$ cat config.mk
export PLATFORM = sky130hd
export DESIGN_NAME = block_write_protect_controller
export DESIGN_NICKNAME = d
export VERILOG_FILES = /design/src/pkg/wprot_pkg.sv /design/src/rtl/mask_store.sv /design/src/rtl/block_lookup.sv /design/src/rtl/block_write_protect_controller.sv
export SDC_FILE = /design/constraint.sdc
export NUM_CORES = 1
export LEC_CHECK = 0
export ABC_AREA = 1
export BUFFER_PORTS_ARGS = -buffer_cell sky130_fd_sc_hd__buf_2
export CAP_MARGIN = 20
export CORE_MARGIN = 2
export CORE_UTILIZATION = 43
export CTS_CLUSTER_DIAMETER = 150
export CTS_CLUSTER_SIZE = 20
export DETAILED_ROUTE_END_ITERATION = 8
export PLACE_DENSITY_LB_ADDON = 0.1
export SLEW_MARGIN = 20
export SYNTH_ARGS = -nofsm -noshare
export SYNTH_HDL_FRONTEND = slang
export SYNTH_HIERARCHICAL = 1
export SYNTH_SLANG_ARGS = --single-unit
$ cat constraint.sdc
create_clock -name clk_in -period 5.8 [get_ports clk_in]
set_clock_uncertainty 0.1 [all_clocks]
set_input_delay 0.29 -clock clk_in [delete_from_list [all_inputs] [get_ports clk_in]]
set_output_delay 0.29 -clock clk_in [all_outputs]
set_load 0.01 [all_outputs]
$ cat src/pkg/wprot_pkg.sv
// Constants and types shared by the block write-protect controller
package wprot_pkg;

  // ************************************************************
  // Bus and device addressing
  // ************************************************************
  localparam logic [7:0] DEFAULT_DEV_ADDR   = 8'hae;
  localparam logic [7:0] NULL_DEV_ADDR      = 8'h00;

  // ************************************************************
  // Command byte fields, bit 7 is the most significant data bit
  // ************************************************************
  localparam int         CMD_DISARM_POS     = 7;
  localparam int         CMD_ARM_POS        = 6;
  localparam int         CMD_PON_POS        = 5;
  localparam int         CMD_PROTECT_OFF_CMD_POS       = 4;

  // ************************************************************
  // Status byte fields and fixed answers
  // ************************************************************
  localparam int         STAT_PON_POS       = 5;
  localparam int         STAT_PWF_POS       = 4;
  localparam int         STAT_EX_POS        = 2;
  localparam logic [7:0] STATUS_CLEAR       = 8'h00;
  localparam logic [7:0] ACK_STATUS_NORMAL  = 8'h20;
  localparam logic [7:0] ACK_STATUS_IDLE    = 8'h04;

  // ************************************************************
  // Mask store geometry
  // ************************************************************
  localparam int         MASK_BYTES         = 8;
  localparam int         MASK_BITS          = 64;
  localparam int         SEQ_W              = 3;
  localparam logic [2:0] SEQ_FIRST          = 3'h0;
  localparam logic [2:0] SEQ_STEP           = 3'h1;
  localparam logic [63:0] MASK_RESET        = 64'h0;
  localparam int         BLK_IDX_W          = 6;
  localparam int         MEM_ADDR_W         = 16;

  // ************************************************************
  // Block size strap and address bit positions
  // ************************************************************
  typedef enum logic [1:0] {
    BLK_512  = 2'h0,
    BLK_1K   = 2'h1,
    BLK_2K   = 2'h2
  } blk_size_t;
  localparam int         IDX_LSB_512        = 9;
  localparam int         IDX_LSB_1K         = 10;
  localparam int         IDX_LSB_2K         = 11;

endpackage

$ cat src/rtl/mask_store.sv
// 64-bit protect mask with its byte-wide load sequencer
`timescale 1ns/1ps
module mask_store
  import wprot_pkg::*;
(
  // Clock and reset
  input  wire logic                  clk_in,
  input  wire logic                  rst_in,
  // Load controls
  input  wire logic                  seq_clear_in,
  input  wire logic                  load_in,
  input  wire logic [7:0]            data_in,
  // Mask contents
  output logic      [MASK_BITS-1:0]  mask_out,
  output logic      [SEQ_W-1:0]      seq_out
);

  logic [MASK_BITS-1:0] mask_reg;
  logic [SEQ_W-1:0]     seq_reg;

  // Sequencer: restarts on command, steps per byte, wraps after eight
  always_ff @(posedge clk_in) begin
    if (rst_in || seq_clear_in) begin
      seq_reg <= SEQ_FIRST;
    end else if (load_in) begin
      seq_reg <= seq_reg + SEQ_STEP;
    end
  end

  // Byte k of the mask holds blocks 8k through 8k+7, bit 0 in data MSB
  always_ff @(posedge clk_in) begin
    if (rst_in) begin
      mask_reg <= MASK_RESET;
    end else if (load_in && !seq_clear_in) begin
      for (int b = 0; b < 8; b++) begin
        mask_reg[{seq_reg, b[2:0]}] <= data_in[7 - b];
      end
    end
  end

  assign mask_out = mask_reg;
  assign seq_out  = seq_reg;

endmodule

$ cat src/rtl/block_lookup.sv
// Maps a memory address to its block and looks up the protect bit
`timescale 1ns/1ps
module block_lookup
  import wprot_pkg::*;
(
  // Address and geometry
  input  wire logic [MEM_ADDR_W-1:0] addr_in,
  input  wire blk_size_t             size_in,
  input  wire logic [MASK_BITS-1:0]  mask_in,
  // Result
  output logic      [BLK_IDX_W-1:0]  block_out,
  output logic                       protected_out
);

  // Address bits that index the mask, per strap setting
  always_comb begin
    case (size_in)
      BLK_1K:  block_out = addr_in[IDX_LSB_1K +: BLK_IDX_W];
      BLK_2K:  block_out = {1'b0, addr_in[IDX_LSB_2K +: BLK_IDX_W-1]};
      default: block_out = {1'b0, addr_in[IDX_LSB_512 +: BLK_IDX_W-1]};
    endcase
  end

  // A one in the mask protects the block
  assign protected_out = mask_in[block_out];

endmodule

$ cat src/rtl/block_write_protect_controller.sv
// Block write-protect controller: command, mask load, status and interrupt
//
// How it works
// - Acknowledge with interrupt pending clears it, returns device address and status.
// - Acknowledge with nothing pending returns address zero and status 04.
// - Every command byte restarts the mask sequencer at blocks 0 to 7.
// - A mask bit of one protects its block; zero leaves it writable.
// - Sequencer steps one byte per data write and wraps after eight.
// - With 2048-byte blocks only bytes 0 to 3 matter; 4 to 7 still stored.
// - One command byte may enable protection and arm or disarm together.
// - Armed violations request interrupts; disarmed ones are dropped, never queued.
// - Acknowledge clears pending interrupt and all status except protect-on.
// - Normal acknowledge status byte is 20.
// - Power events or initialize switch disarm, clear status, sequencer and protection.
// - Responds at device address AE unless strapped to another address.
// - Mask byte k bit 7-b governs block 8k+b at (8k+b) times block size; with 512-byte blocks only blocks 0 to 31 exist.
// - With 512-byte blocks the lowest 16K pattern repeats in each higher 16K.
// - Protected write becomes a read, interrupts and sets write-fault status.
// - Any command clears status except protect-on, which follows enable.
`timescale 1ns/1ps
module block_write_protect_controller
  import wprot_pkg::*;
(
  // Clock and power-up reset
  input  wire logic                  clk_in,
  input  wire logic                  rst_in,
  // Panel and power pins (asynchronous)
  input  wire logic                  init_switch_in,
  input  wire logic                  power_fail_in,
  // Straps (asynchronous, static)
  input  wire logic                  addr_strap_en_in,
  input  wire logic [7:0]            addr_strap_in,
  input  wire logic [1:0]            blk_size_strap_in,
  // Processor I/O bus, same clock
  input  wire logic [7:0]            bus_addr_in,
  input  wire logic [7:0]            bus_data_in,
  input  wire logic                  output_command_instr_in,
  input  wire logic                  data_write_in,
  input  wire logic                  status_req_in,
  input  wire logic                  interrupt_ack_instr_in,
  // Processor memory cycle, same clock
  input  wire logic [MEM_ADDR_W-1:0] mem_addr_in,
  input  wire logic                  mem_write_in,
  input  wire logic                  privileged_in,
  // Status read answer
  output logic      [7:0]            status_out,
  output logic                       status_valid_out,
  // Interrupt acknowledge answer
  output logic      [7:0]            ack_addr_out,
  output logic      [7:0]            ack_status_out,
  output logic                       ack_valid_out,
  // Interrupt and protection outputs
  output logic                       irq_out,
  output logic                       write_inhibit_out,
  output logic                       protect_on_out,
  output logic                       armed_out,
  output logic      [7:0]            dev_addr_out
);

  // ************************************************************
  // Pin synchronisers
  // ************************************************************
  logic       init_meta_reg;
  logic       init_sync_reg;
  logic       pfail_meta_reg;
  logic       pfail_sync_reg;
  logic       strap_en_meta_reg;
  logic       strap_en_sync_reg;
  logic [7:0] strap_addr_meta_reg;
  logic [7:0] strap_addr_sync_reg;
  logic [1:0] size_meta_reg;
  logic [1:0] size_sync_reg;

  // Two flops on every panel, power and strap pin before any logic looks at it
  always_ff @(posedge clk_in) begin
    if (rst_in) begin
      init_meta_reg       <= 1'b0;
      init_sync_reg       <= 1'b0;
      pfail_meta_reg      <= 1'b0;
      pfail_sync_reg      <= 1'b0;
      strap_en_meta_reg   <= 1'b0;
      strap_en_sync_reg   <= 1'b0;
      strap_addr_meta_reg <= NULL_DEV_ADDR;
      strap_addr_sync_reg <= NULL_DEV_ADDR;
      size_meta_reg       <= BLK_512;
      size_sync_reg       <= BLK_512;
    end else begin
      init_meta_reg       <= init_switch_in;
      init_sync_reg       <= init_meta_reg;
      pfail_meta_reg      <= power_fail_in;
      pfail_sync_reg      <= pfail_meta_reg;
      strap_en_meta_reg   <= addr_strap_en_in;
      strap_en_sync_reg   <= strap_en_meta_reg;
      strap_addr_meta_reg <= addr_strap_in;
      strap_addr_sync_reg <= strap_addr_meta_reg;
      size_meta_reg       <= blk_size_strap_in;
      size_sync_reg       <= size_meta_reg;
    end
  end

  // ************************************************************
  // Initialisation and addressing
  // ************************************************************
  logic       init_clear;
  logic [7:0] dev_addr;
  logic [7:0] dev_addr_reg;
  logic       addr_hit;
  blk_size_t  blk_size;

  // Power-up, power-down and panel initialize all clear the controller
  assign init_clear = rst_in || init_sync_reg || pfail_sync_reg;

  // Device address register: default unless the straps override it
  always_ff @(posedge clk_in) begin
    if (rst_in) begin
      dev_addr_reg <= DEFAULT_DEV_ADDR;
    end else if (strap_en_sync_reg) begin
      dev_addr_reg <= strap_addr_sync_reg;
    end else begin
      dev_addr_reg <= DEFAULT_DEV_ADDR;
    end
  end

  // Address match against the registered device address
  assign dev_addr = dev_addr_reg;
  assign addr_hit = (bus_addr_in == dev_addr);

  // Unused strap code falls back to the smallest block size
  always_comb begin
    case (size_sync_reg)
      BLK_1K:  blk_size = BLK_1K;
      BLK_2K:  blk_size = BLK_2K;
      default: blk_size = BLK_512;
    endcase
  end

  // ************************************************************
  // Bus decode
  // ************************************************************
  logic cmd_hit;
  logic data_hit;
  logic stat_hit;
  logic ack_take;
  logic cmd_disarm;
  logic cmd_arm;
  logic cmd_pon;
  logic cmd_protect_off_cmd;

  // Addressed strobes; acknowledge is broadcast on the bus
  assign cmd_hit  = output_command_instr_in && addr_hit;
  assign data_hit = data_write_in && addr_hit;
  assign stat_hit = status_req_in && addr_hit;
  assign ack_take = interrupt_ack_instr_in;

  // Command byte fields, all acted on together
  assign cmd_disarm = cmd_hit && bus_data_in[CMD_DISARM_POS];
  assign cmd_arm    = cmd_hit && bus_data_in[CMD_ARM_POS];
  assign cmd_pon    = cmd_hit && bus_data_in[CMD_PON_POS];
  assign cmd_protect_off_cmd   = cmd_hit && bus_data_in[CMD_PROTECT_OFF_CMD_POS];

  // ************************************************************
  // Mask store and block lookup
  // ************************************************************
  logic [MASK_BITS-1:0] mask;
  logic [BLK_IDX_W-1:0] block_idx;
  logic                 block_prot;

  mask_store u_mask (
    .clk_in       (clk_in),
    .rst_in       (rst_in),
    .seq_clear_in (init_clear || cmd_hit),
    .load_in      (data_hit),
    .data_in      (bus_data_in),
    .mask_out     (mask),
    .seq_out      ()
  );

  block_lookup u_lookup (
    .addr_in       (mem_addr_in),
    .size_in       (blk_size),
    .mask_in       (mask),
    .block_out     (block_idx),
    .protected_out (block_prot)
  );

  // ************************************************************
  // Protection and arming state
  // ************************************************************
  logic protect_on_reg;
  logic armed_reg;
  logic violation;

  // Enable and disable; disable wins when both are set
  always_ff @(posedge clk_in) begin
    if (init_clear) begin
      protect_on_reg <= 1'b0;
    end else if (cmd_protect_off_cmd) begin
      protect_on_reg <= 1'b0;
    end else if (cmd_pon) begin
      protect_on_reg <= 1'b1;
    end
  end

  // Arm and disarm; disarm taken if both are set
  always_ff @(posedge clk_in) begin
    if (init_clear) begin
      armed_reg <= 1'b0;
    end else if (cmd_disarm) begin
      armed_reg <= 1'b0;
    end else if (cmd_arm) begin
      armed_reg <= 1'b1;
    end
  end

  // Non-privileged write into a protected block while enabled
  assign violation = protect_on_reg && mem_write_in && !privileged_in
                     && block_prot;

  // Protected write is turned into a read
  assign write_inhibit_out = violation;

  // ************************************************************
  // Status and interrupt
  // ************************************************************
  logic pwf_reg;
  logic ex_reg;
  logic pending_reg;
  logic status_clear;

  // Commands and acknowledges clear status other than protect-on
  assign status_clear = cmd_hit || ack_take;

  // Write-fault and examine: set wins over a clear in the same cycle
  always_ff @(posedge clk_in) begin
    if (init_clear) begin
      pwf_reg <= 1'b0;
      ex_reg  <= 1'b0;
    end else if (violation) begin
      pwf_reg <= 1'b1;
      ex_reg  <= 1'b1;
    end else if (status_clear) begin
      pwf_reg <= 1'b0;
      ex_reg  <= 1'b0;
    end
  end

  // Interrupt request only when armed; dropped when disarmed
  always_ff @(posedge clk_in) begin
    if (init_clear) begin
      pending_reg <= 1'b0;
    end else if (violation && armed_reg) begin
      pending_reg <= 1'b1;
    end else if (ack_take || (cmd_disarm && !cmd_arm)) begin
      pending_reg <= 1'b0;
    end
  end

  // ************************************************************
  // Bus answers
  // ************************************************************
  logic [7:0] status_byte;

  // Live status byte; protect-on follows the enable
  always_comb begin
    status_byte               = STATUS_CLEAR;
    status_byte[STAT_PON_POS] = protect_on_reg;
    status_byte[STAT_PWF_POS] = pwf_reg;
    status_byte[STAT_EX_POS]  = ex_reg;
  end

  // Sense status answer, one cycle after the request
  always_ff @(posedge clk_in) begin
    if (rst_in) begin
      status_out       <= STATUS_CLEAR;
      status_valid_out <= 1'b0;
    end else begin
      status_valid_out <= stat_hit;
      if (stat_hit) begin
        status_out <= status_byte;
      end
    end
  end

  // Acknowledge answer: device address and status, or the idle pair
  always_ff @(posedge clk_in) begin
    if (rst_in) begin
      ack_addr_out   <= NULL_DEV_ADDR;
      ack_status_out <= STATUS_CLEAR;
      ack_valid_out  <= 1'b0;
    end else begin
      ack_valid_out <= ack_take;
      if (ack_take && pending_reg) begin
        ack_addr_out   <= dev_addr;
        ack_status_out <= ACK_STATUS_NORMAL;
      end else if (ack_take) begin
        ack_addr_out   <= NULL_DEV_ADDR;
        ack_status_out <= ACK_STATUS_IDLE;
      end
    end
  end

  // ************************************************************
  // Level outputs
  // ************************************************************
  assign irq_out        = pending_reg;
  assign protect_on_out = protect_on_reg;
  assign armed_out      = armed_reg;
  assign dev_addr_out   = dev_addr;

endmodule

==> parameters.txt, run 1 <==
Parameter                              Value

Outcome
  Result of the run ... finished clean

Place
  Number of port buffers ... 70
  GP Congestion ... 0.7686
  Detailed Place HPWL ... between 8000 and 9000 um
  Placed insts ... 1070

Setup path
  Required time of the critical path ... around 5.4 ns
  Worst Reg2Reg Path Length in Cells ... 19
  Setup CP Type ... reg2out
  Crit path buffers/inverters ... 5
  Slowest stage cell on the critical path ... nand2_2
  Max FO, Critical Path ... 29
  Stages on the worst setup path ... 18
  Cell Chain, Critical Path ... inv_1, nor2_1, inv_1, ha_1, inv_2, nand3_4, nand2_2, inv_1, nand2_1, nand3_1, nand3_1, nand3_1, nand3_1, nand3_1, nand2_1, nand2_1, nor3_1, buf_2
  Arrival time worst endpoint ... roughly 3.7 ns
  Cell occurring most often along the worst timing path ... nand3_1
  Critical Path Start Type ... flop
  Cell family contributing the most delay on the critical path ... simple AND/OR/NAND/NOR gates
  Nature of the critical path endpoint ... primary output
  Longest individual stage delay on the worst path ... ~0.46 ns

Clock tree
  Number of instances resized during post-cts repair ... 0
  CTS sink count ... roughly 120
  Root cell of the clock tree ... clkbuf_16
  Clock latency at the later pin of the worst-skew pair ... 0.42 ns
  CTS tree ... built
  Total setup buffers inserted after CTS ... 0
  Total number of H-tree levels ... 4
  Longest Clk Path Bufs ... 2
  TritonCTS buffer count ... 17
  Clock slew at reported path FFs ... 0.06 ns

Floorplanning
  Number of core rows ... 42
  Initial core utilization ... between 40 and 50%
  I/O pins ... 91
  Overall die width ... ~120 um
  Die Area ... 14190 sq um
  Floorplan Core Area ... 13090 sq um
  Height of the chip ... 119.1 um

Yosys
  Yosys warning count ... 6
  Syn_area_per_cell ... 6.674 sq um
  Area of the mapped netlist ... between 5000 and 6000 sq um
  Count of different cell masters after synthesis ... 35
  Instance count of the mapped netlist ... approximately 850
  Sequential-to-total area share from yosys stat ... a little over two fifths
  Flip-flop and latch count after synthesis ... around 120

Min path
  Hold Path Cell Cnt ... 3
  Type of the tightest min-delay check ... in2reg

Route
  Via density ... 4.587
  Overall via count from detail_route ... about 5100
  DR pass1 iterations ... 5
  Routed wire length ... ~14000 um
  Per-cell routed wire length ... 12.17 um
  Count of antenna-violating nets left after detailed routing ... 0
  Post-route DRC ... 0
  Starting DRT DRC Count ... 324

Cells and area
  Largest register FFs ... 64
  Layout overhead on the synthesized area ... 17.98%
  Non-filler cells in the finished layout ... 1115
  Number of antenna diodes ... 0
  Proportion of layout cells with a drive suffix above 1 ... between 10% and 20%
  Most common cell after layout, fill and taps aside ... nand2_1
  Area taken by multi-input logic gates ... between 2000 and 3000 sq um
  Count of fill cells added during filler insertion ... roughly 1300
  Commonest cells after routing, fill and taps aside ... 208 x nand2_1, 178 x nor2_1, 119 x dfxtp_1, 118 x inv_1, 105 x nand3_1
  Layout net count ... roughly 1000
  Total area of sequential cells ... ~2400 sq um

Global routing
  Total global routing track utilization ... 20.04%
  Number of antenna violations at the first check in global routing ... 0
  Largest net degree at the start of global routing ... 66
  Wire length of the first global-routing pass ... about 22000 um
  Vias in the first global route ... about 4700
  Global route overflow ... 0

STA
  Final-report setup violation count ... 0
  Post-route setup TNS ... 0 ns
  Fin crit share ... slightly above 70%
  FMAX ... 0.2422 GHz
  Tightest Pin Transition ... roughly 0.9 ns
  Shortest clock period the worst path allows after layout ... between 4 and 5 ns
  Number of hold violations in the final report ... 0
  Final Max Slew Viols ... 0
  Setup repair after global routing missed its margin ... false
  Rel. slew slack ... around two fifths

Pwr
  Pwr/cell area ... between 200 and 300 nW/um^2
  Pleak ... just over 3 nW
  Largest vdd supply drop ... ~0.2 mV

Flow run
  Number of max-cap violations ... 0
==> per-layer routing <==
layer / part of all wire [%] / global-route usage, % / wire [um] / vias to the layer above
li1: - / - / - / 2725
met2: 47 / 33.69 / 6387 / 130
met3: 5.4 / 5.077 / 728 / 20
met5: 0 / 0 / 0 / -
met4: 1.8 / 8.408 / 246 / 0
met1: 46 / 24.33 / 6209 / 2239
==> power breakdown <==
part	internal [mW]	total (mW)	switching (mW)	leakage, nW
registers	0.828	0.832	0.00352	0.965
logic	0.0672	0.196	0.129	1.87
clock network	0.572	0.964	0.392	0.256
==> layout make-up <==
cell class | count | share of cell area, %
clock buffer | 20 | 6.792
multi-input combinational | 581 | 38.80
tap | 176 | 3.275
clock inverter | 12 | 1.414
timing repair buffer | 87 | 7.592
sequential | 119 | 35.43
inverter | 120 | 6.699
==> synth_stat cells, drive strengths merged <==
master / count / share of area, %
clkbuf: 3 / 0.20
buf: 41 / 5.0
nor2b: 3 / 0.33
nand2: 211 / 14
nand3: 109 / 10
nor3b: 1 / 0.13
nand3b: 22 / 2.9
a21oi: 13 / 1.1
clkinv: 1 / 0.066
or2: 5 / 0.55
nand4: 1 / 0.11
conb: 1 / 0.066
ha: 3 / 0.66
nor2: 188 / 13
dfxtp: 119 / 42
o21ai: 6 / 0.59
o211ai: 2 / 0.26
inv: 119 / 7.8
o221ai: 1 / 0.15
and3: 1 / 0.11
nor3: 3 / 0.35
a211oi: 1 / 0.13
==> worst min-delay path, stage by stage <==
cell and delay [ns]:
buf_2 0.11, nand2_1 0.07, a21oi_1 0.06
==> metrics by stage <==
stage | cell area (sq um) | util, % | hold WS (ns) | total power [mW] | worst slack, ns
3_5_place_dp | 6042 | 46.18 | 0.2917 | 1.038 | 2.117
4_1_cts | 6724 | 51.39 | 0.05503 | 2.009 | 1.657
3_3_place_gp | 6042 | 46.18 | 0.2897 | 1.036 | 2.123
6_report | 6724 | 51.39 | 0.06500 | 1.991 | 1.671
5_1_grt | 6724 | 51.39 | 0.05600 | 2.075 | 1.264
2_1_floorplan | 5737 | - | 0.2883 | 0.9931 | 3.164
==> kinds of logic (layout without fill, tap and decap cells) <==
family | Yosys count | in the layout | share of synthesized area [%]
AO/OA/AOI/OAI | 23 | 23 | 2.283
AND/OR/NAND/NOR | 544 | 544 | 42.11
adder cells (fa/ha/maj) | 3 | 3 | 0.6587
flip-flops | 119 | 119 | 41.80
buffers and inverters | 164 | 239 | 13.08
other | 1 | 11 | 0.06580
==> final timing paths <==
check             slack (ns)                                end                               from
setup / recovery        1.67                  write_inhibit_out        size_sync_reg[0]$_SDFF_PP0_
hold / removal          0.06     ack_status_out[5]$_SDFFE_PP0P_             interrupt_ack_instr_in
setup reg to reg        2.32               irq_out$_SDFFE_PP0P_        size_sync_reg[0]$_SDFF_PP0_
hold reg to reg         0.30  strap_addr_sync_reg[6]$_SDFF_PP0_  strap_addr_meta_reg[6]$_SDFF_PP0_
==> repair_timing <==
action                                  4_1_cts  5_1_grt
hold buffers                                 13        0
endpoints found under the setup margin        0        0
endpoints found under the hold margin        13        0
No activity file was read; power rests on OpenSTA's default activity.
==> inputs of run 2 (changes only) <==
- clock period: 5.8 -> 4.2 ns (I/O delays scaled with it)
==> parameters.txt, run 2 (same netlist as run 1, synthesis figures left out) <==
Parameter                              Value

Route
  Per-cell routed wire length ... roughly 12 um
  Via density ... approximately 4.6
  Post-route DRC ... 0
  Count of antenna-violating nets left after detailed routing ... 0
  Starting DRT DRC Count ... approximately 310
  DR pass1 iterations ... 5
  Routed wire length ... between 10000 and 15000 um
  Overall via count from detail_route ... between 5000 and 6000

Flow run
  Number of max-cap violations ... 0

Setup path
  Max FO, Critical Path ... 29
  Capture point of the worst reg-to-reg path ... irq_out$_SDFFE_PP0P_
  Worst Reg2Reg Path Length in Cells ... 19
  Cell family contributing the most delay on the critical path ... simple AND/OR/NAND/NOR gates
  Slowest stage cell on the critical path ... nand3_4
  Setup CP Type ... reg2out
  Arrival time worst endpoint ... ~3.5 ns
  Longest individual stage delay on the worst path ... 0.33 ns
  Register-to-register setup slack ... 0.94 ns
  Critical Path Start Type ... flop
  Cell Chain, Critical Path ... inv_1, nor2_1, inv_1, ha_1, inv_2, nand3_4, nand2_4, buf_4, nand2_1, nand3_1, nand3_1, nand3_1, nand3_1, nand3_1, nand2_1, nand2_1, nor3_1, buf_2
  First element of the critical path ... size_sync_reg[0]$_SDFF_PP0_
  Termination of the worst setup path ... write_inhibit_out
  Cell occurring most often along the worst timing path ... nand3_1
  Stages on the worst setup path ... 18
  Startpoint of the worst register-to-register path ... size_sync_reg[0]$_SDFF_PP0_
  Crit path buffers/inverters ... 5
  Required time of the critical path ... 3.89 ns
  Nature of the critical path endpoint ... primary output

Global routing
  Number of antenna violations at the first check in global routing ... 0
  Total global routing track utilization ... between 20% and 30%
  Global route overflow ... 0
  Largest net degree at the start of global routing ... 43
  Wire length of the first global-routing pass ... around 23000 um
  Vias in the first global route ... 4695

Cells and area
  Proportion of layout cells with a drive suffix above 1 ... between 10 and 15%
  Most common cell after layout, fill and taps aside ... nand2_1
  Commonest cells after routing, fill and taps aside ... 208 x nand2_1, 178 x nor2_1, 119 x dfxtp_1, 118 x inv_1, 105 x nand3_1
  Post-layout instance area ... slightly below 7000 sq um
  Number of antenna diodes ... 0
  Layout overhead on the synthesized area ... 20.18%
  Count of fill cells added during filler insertion ... 1323
  Final core utilization ... a little over half
  Layout net count ... 986
  Largest register FFs ... 64

Floorplanning
  I/O pins ... between 90 and 100
  Height of the chip ... 119.1 um
  Number of core rows ... between 40 and 50
  Die Area ... around 14000 sq um
  Initial core utilization ... between 40% and 50%
  Floorplan Core Area ... around 13000 sq um
  Overall die width ... 119.1 um

Place
  Pre-CTS worst setup slack ... ~0.73 ns
  Number of port buffers ... 70
  Area after detailed placement ... ~6000 sq um
  GP Congestion ... 0.8130
  Detailed Place HPWL ... between 9000 and 10000 um

STA
  Shortest clock period the worst path allows after layout ... between 3 and 4 ns
  Tightest Pin Transition ... about 0.90 ns
  Setup repair after global routing missed its margin ... false
  Number of hold violations in the final report ... 0
  Setup WS post-layout ... between 0.3 and 0.4 ns
  FMAX ... between 0.2 and 0.3 GHz
  Final Max Slew Viols ... 0
  Final-report setup violation count ... 0
  Post-route setup TNS ... 0 ns
  Rel. slew slack ... 40.04%
  Fin crit share ... approximately 91%

Outcome
  Result of the run ... finished clean

Min path
  Type of the tightest min-delay check ... in2reg

Pwr
  Pleak ... between 3 and 4 nW
  Pwr/cell area ... 431.2 nW/um^2
  Largest vdd supply drop ... roughly 0.38 mV

Clock tree
  Longest Clk Path Bufs ... 2
  Root cell of the clock tree ... clkbuf_16
  TritonCTS buffer count ... 17
  Total number of H-tree levels ... 4
  Clock slew at reported path FFs ... 0.06 ns
  CTS tree ... built
  CTS sink count ... 119
  Clock latency at the later pin of the worst-skew pair ... about 0.41 ns
[run 2: worst min path at each step]
stage          cells past startpoint                         startpoint                           endpoint  slack [ns]
3_3_place_gp                       2  strap_addr_meta_reg[5]$_SDFF_PP0_  strap_addr_sync_reg[5]$_SDFF_PP0_        0.29
6_report                           5                     bus_data_in[5]        protect_on_out$_SDFFE_PP0P_        0.03
3_5_place_dp                       2  strap_addr_meta_reg[5]$_SDFF_PP0_  strap_addr_sync_reg[5]$_SDFF_PP0_        0.29
5_1_grt                            5                     bus_data_in[5]        protect_on_out$_SDFFE_PP0P_        0.03
4_1_cts                            4                     bus_data_in[7]             armed_out$_SDFFE_PP0P_        0.01
2_1_floorplan                      2                     init_switch_in           init_meta_reg$_SDFF_PP0_        0.22
[run 2: area by class of cell]
type / instances / area, sq um / area share (%)
clock inverter: 12 / 165.2 / 2.411
tap: 176 / 220.2 / 3.215
timing repair buffer: 91 / 550.5 / 8.038
inverter: 120 / 450.4 / 6.577
sequential: 119 / 2382 / 34.78
clock buffer: 20 / 466.7 / 6.814
multi-input combinational: 581 / 2614 / 38.16
[run 2: repair_timing]
| item | 4_1_cts | 5_1_grt |
|---|---|---|
| hold endpoints to repair | 20 | 0 |
| gates resized for setup | 0 | 1 |
| setup endpoints to repair | 0 | 1 |
| buffers inserted | 0 | 0 |
| hold buffers | 17 | 0 |
[run 2: per-stage QoR]
| step | hold slack [ns] | cells | power, mW |
|---|---|---|---|
| 2_1_floorplan | 0.2170 | 864 | 1.371 |
| 3_3_place_gp | 0.2887 | 1070 | 1.430 |
| 3_5_place_dp | 0.2931 | 1070 | 1.433 |
| 4_1_cts | 0.01261 | 1119 | 2.984 |
| 5_1_grt | 0.02667 | 1119 | 3.079 |
| 6_report | 0.03417 | 1119 | 2.953 |
[run 2: where the power goes]
part           switching (mW)  internal, mW
combinational           0.179        0.0954
clock                   0.541         0.989
sequential            0.00489          1.14
total                   0.725          2.23
[run 2: routing by layer]
metal / track usage, % / vias to the layer above / share of wire, %
li1: - / 2733 / -
met1: 23.96 / 2283 / 45
met2: 35.17 / 127 / 48
met3: 6.130 / 15 / 5.2
met4: 6.399 / 0 / 1.6
met5: 0 / - / 0
[run 2: worst min-delay path, stage by stage]
cell and delay, ns:
buf_2 0.11, nand3_2 0.06, nand2_1 0.04, inv_1 0.06, nor2_2 0.03
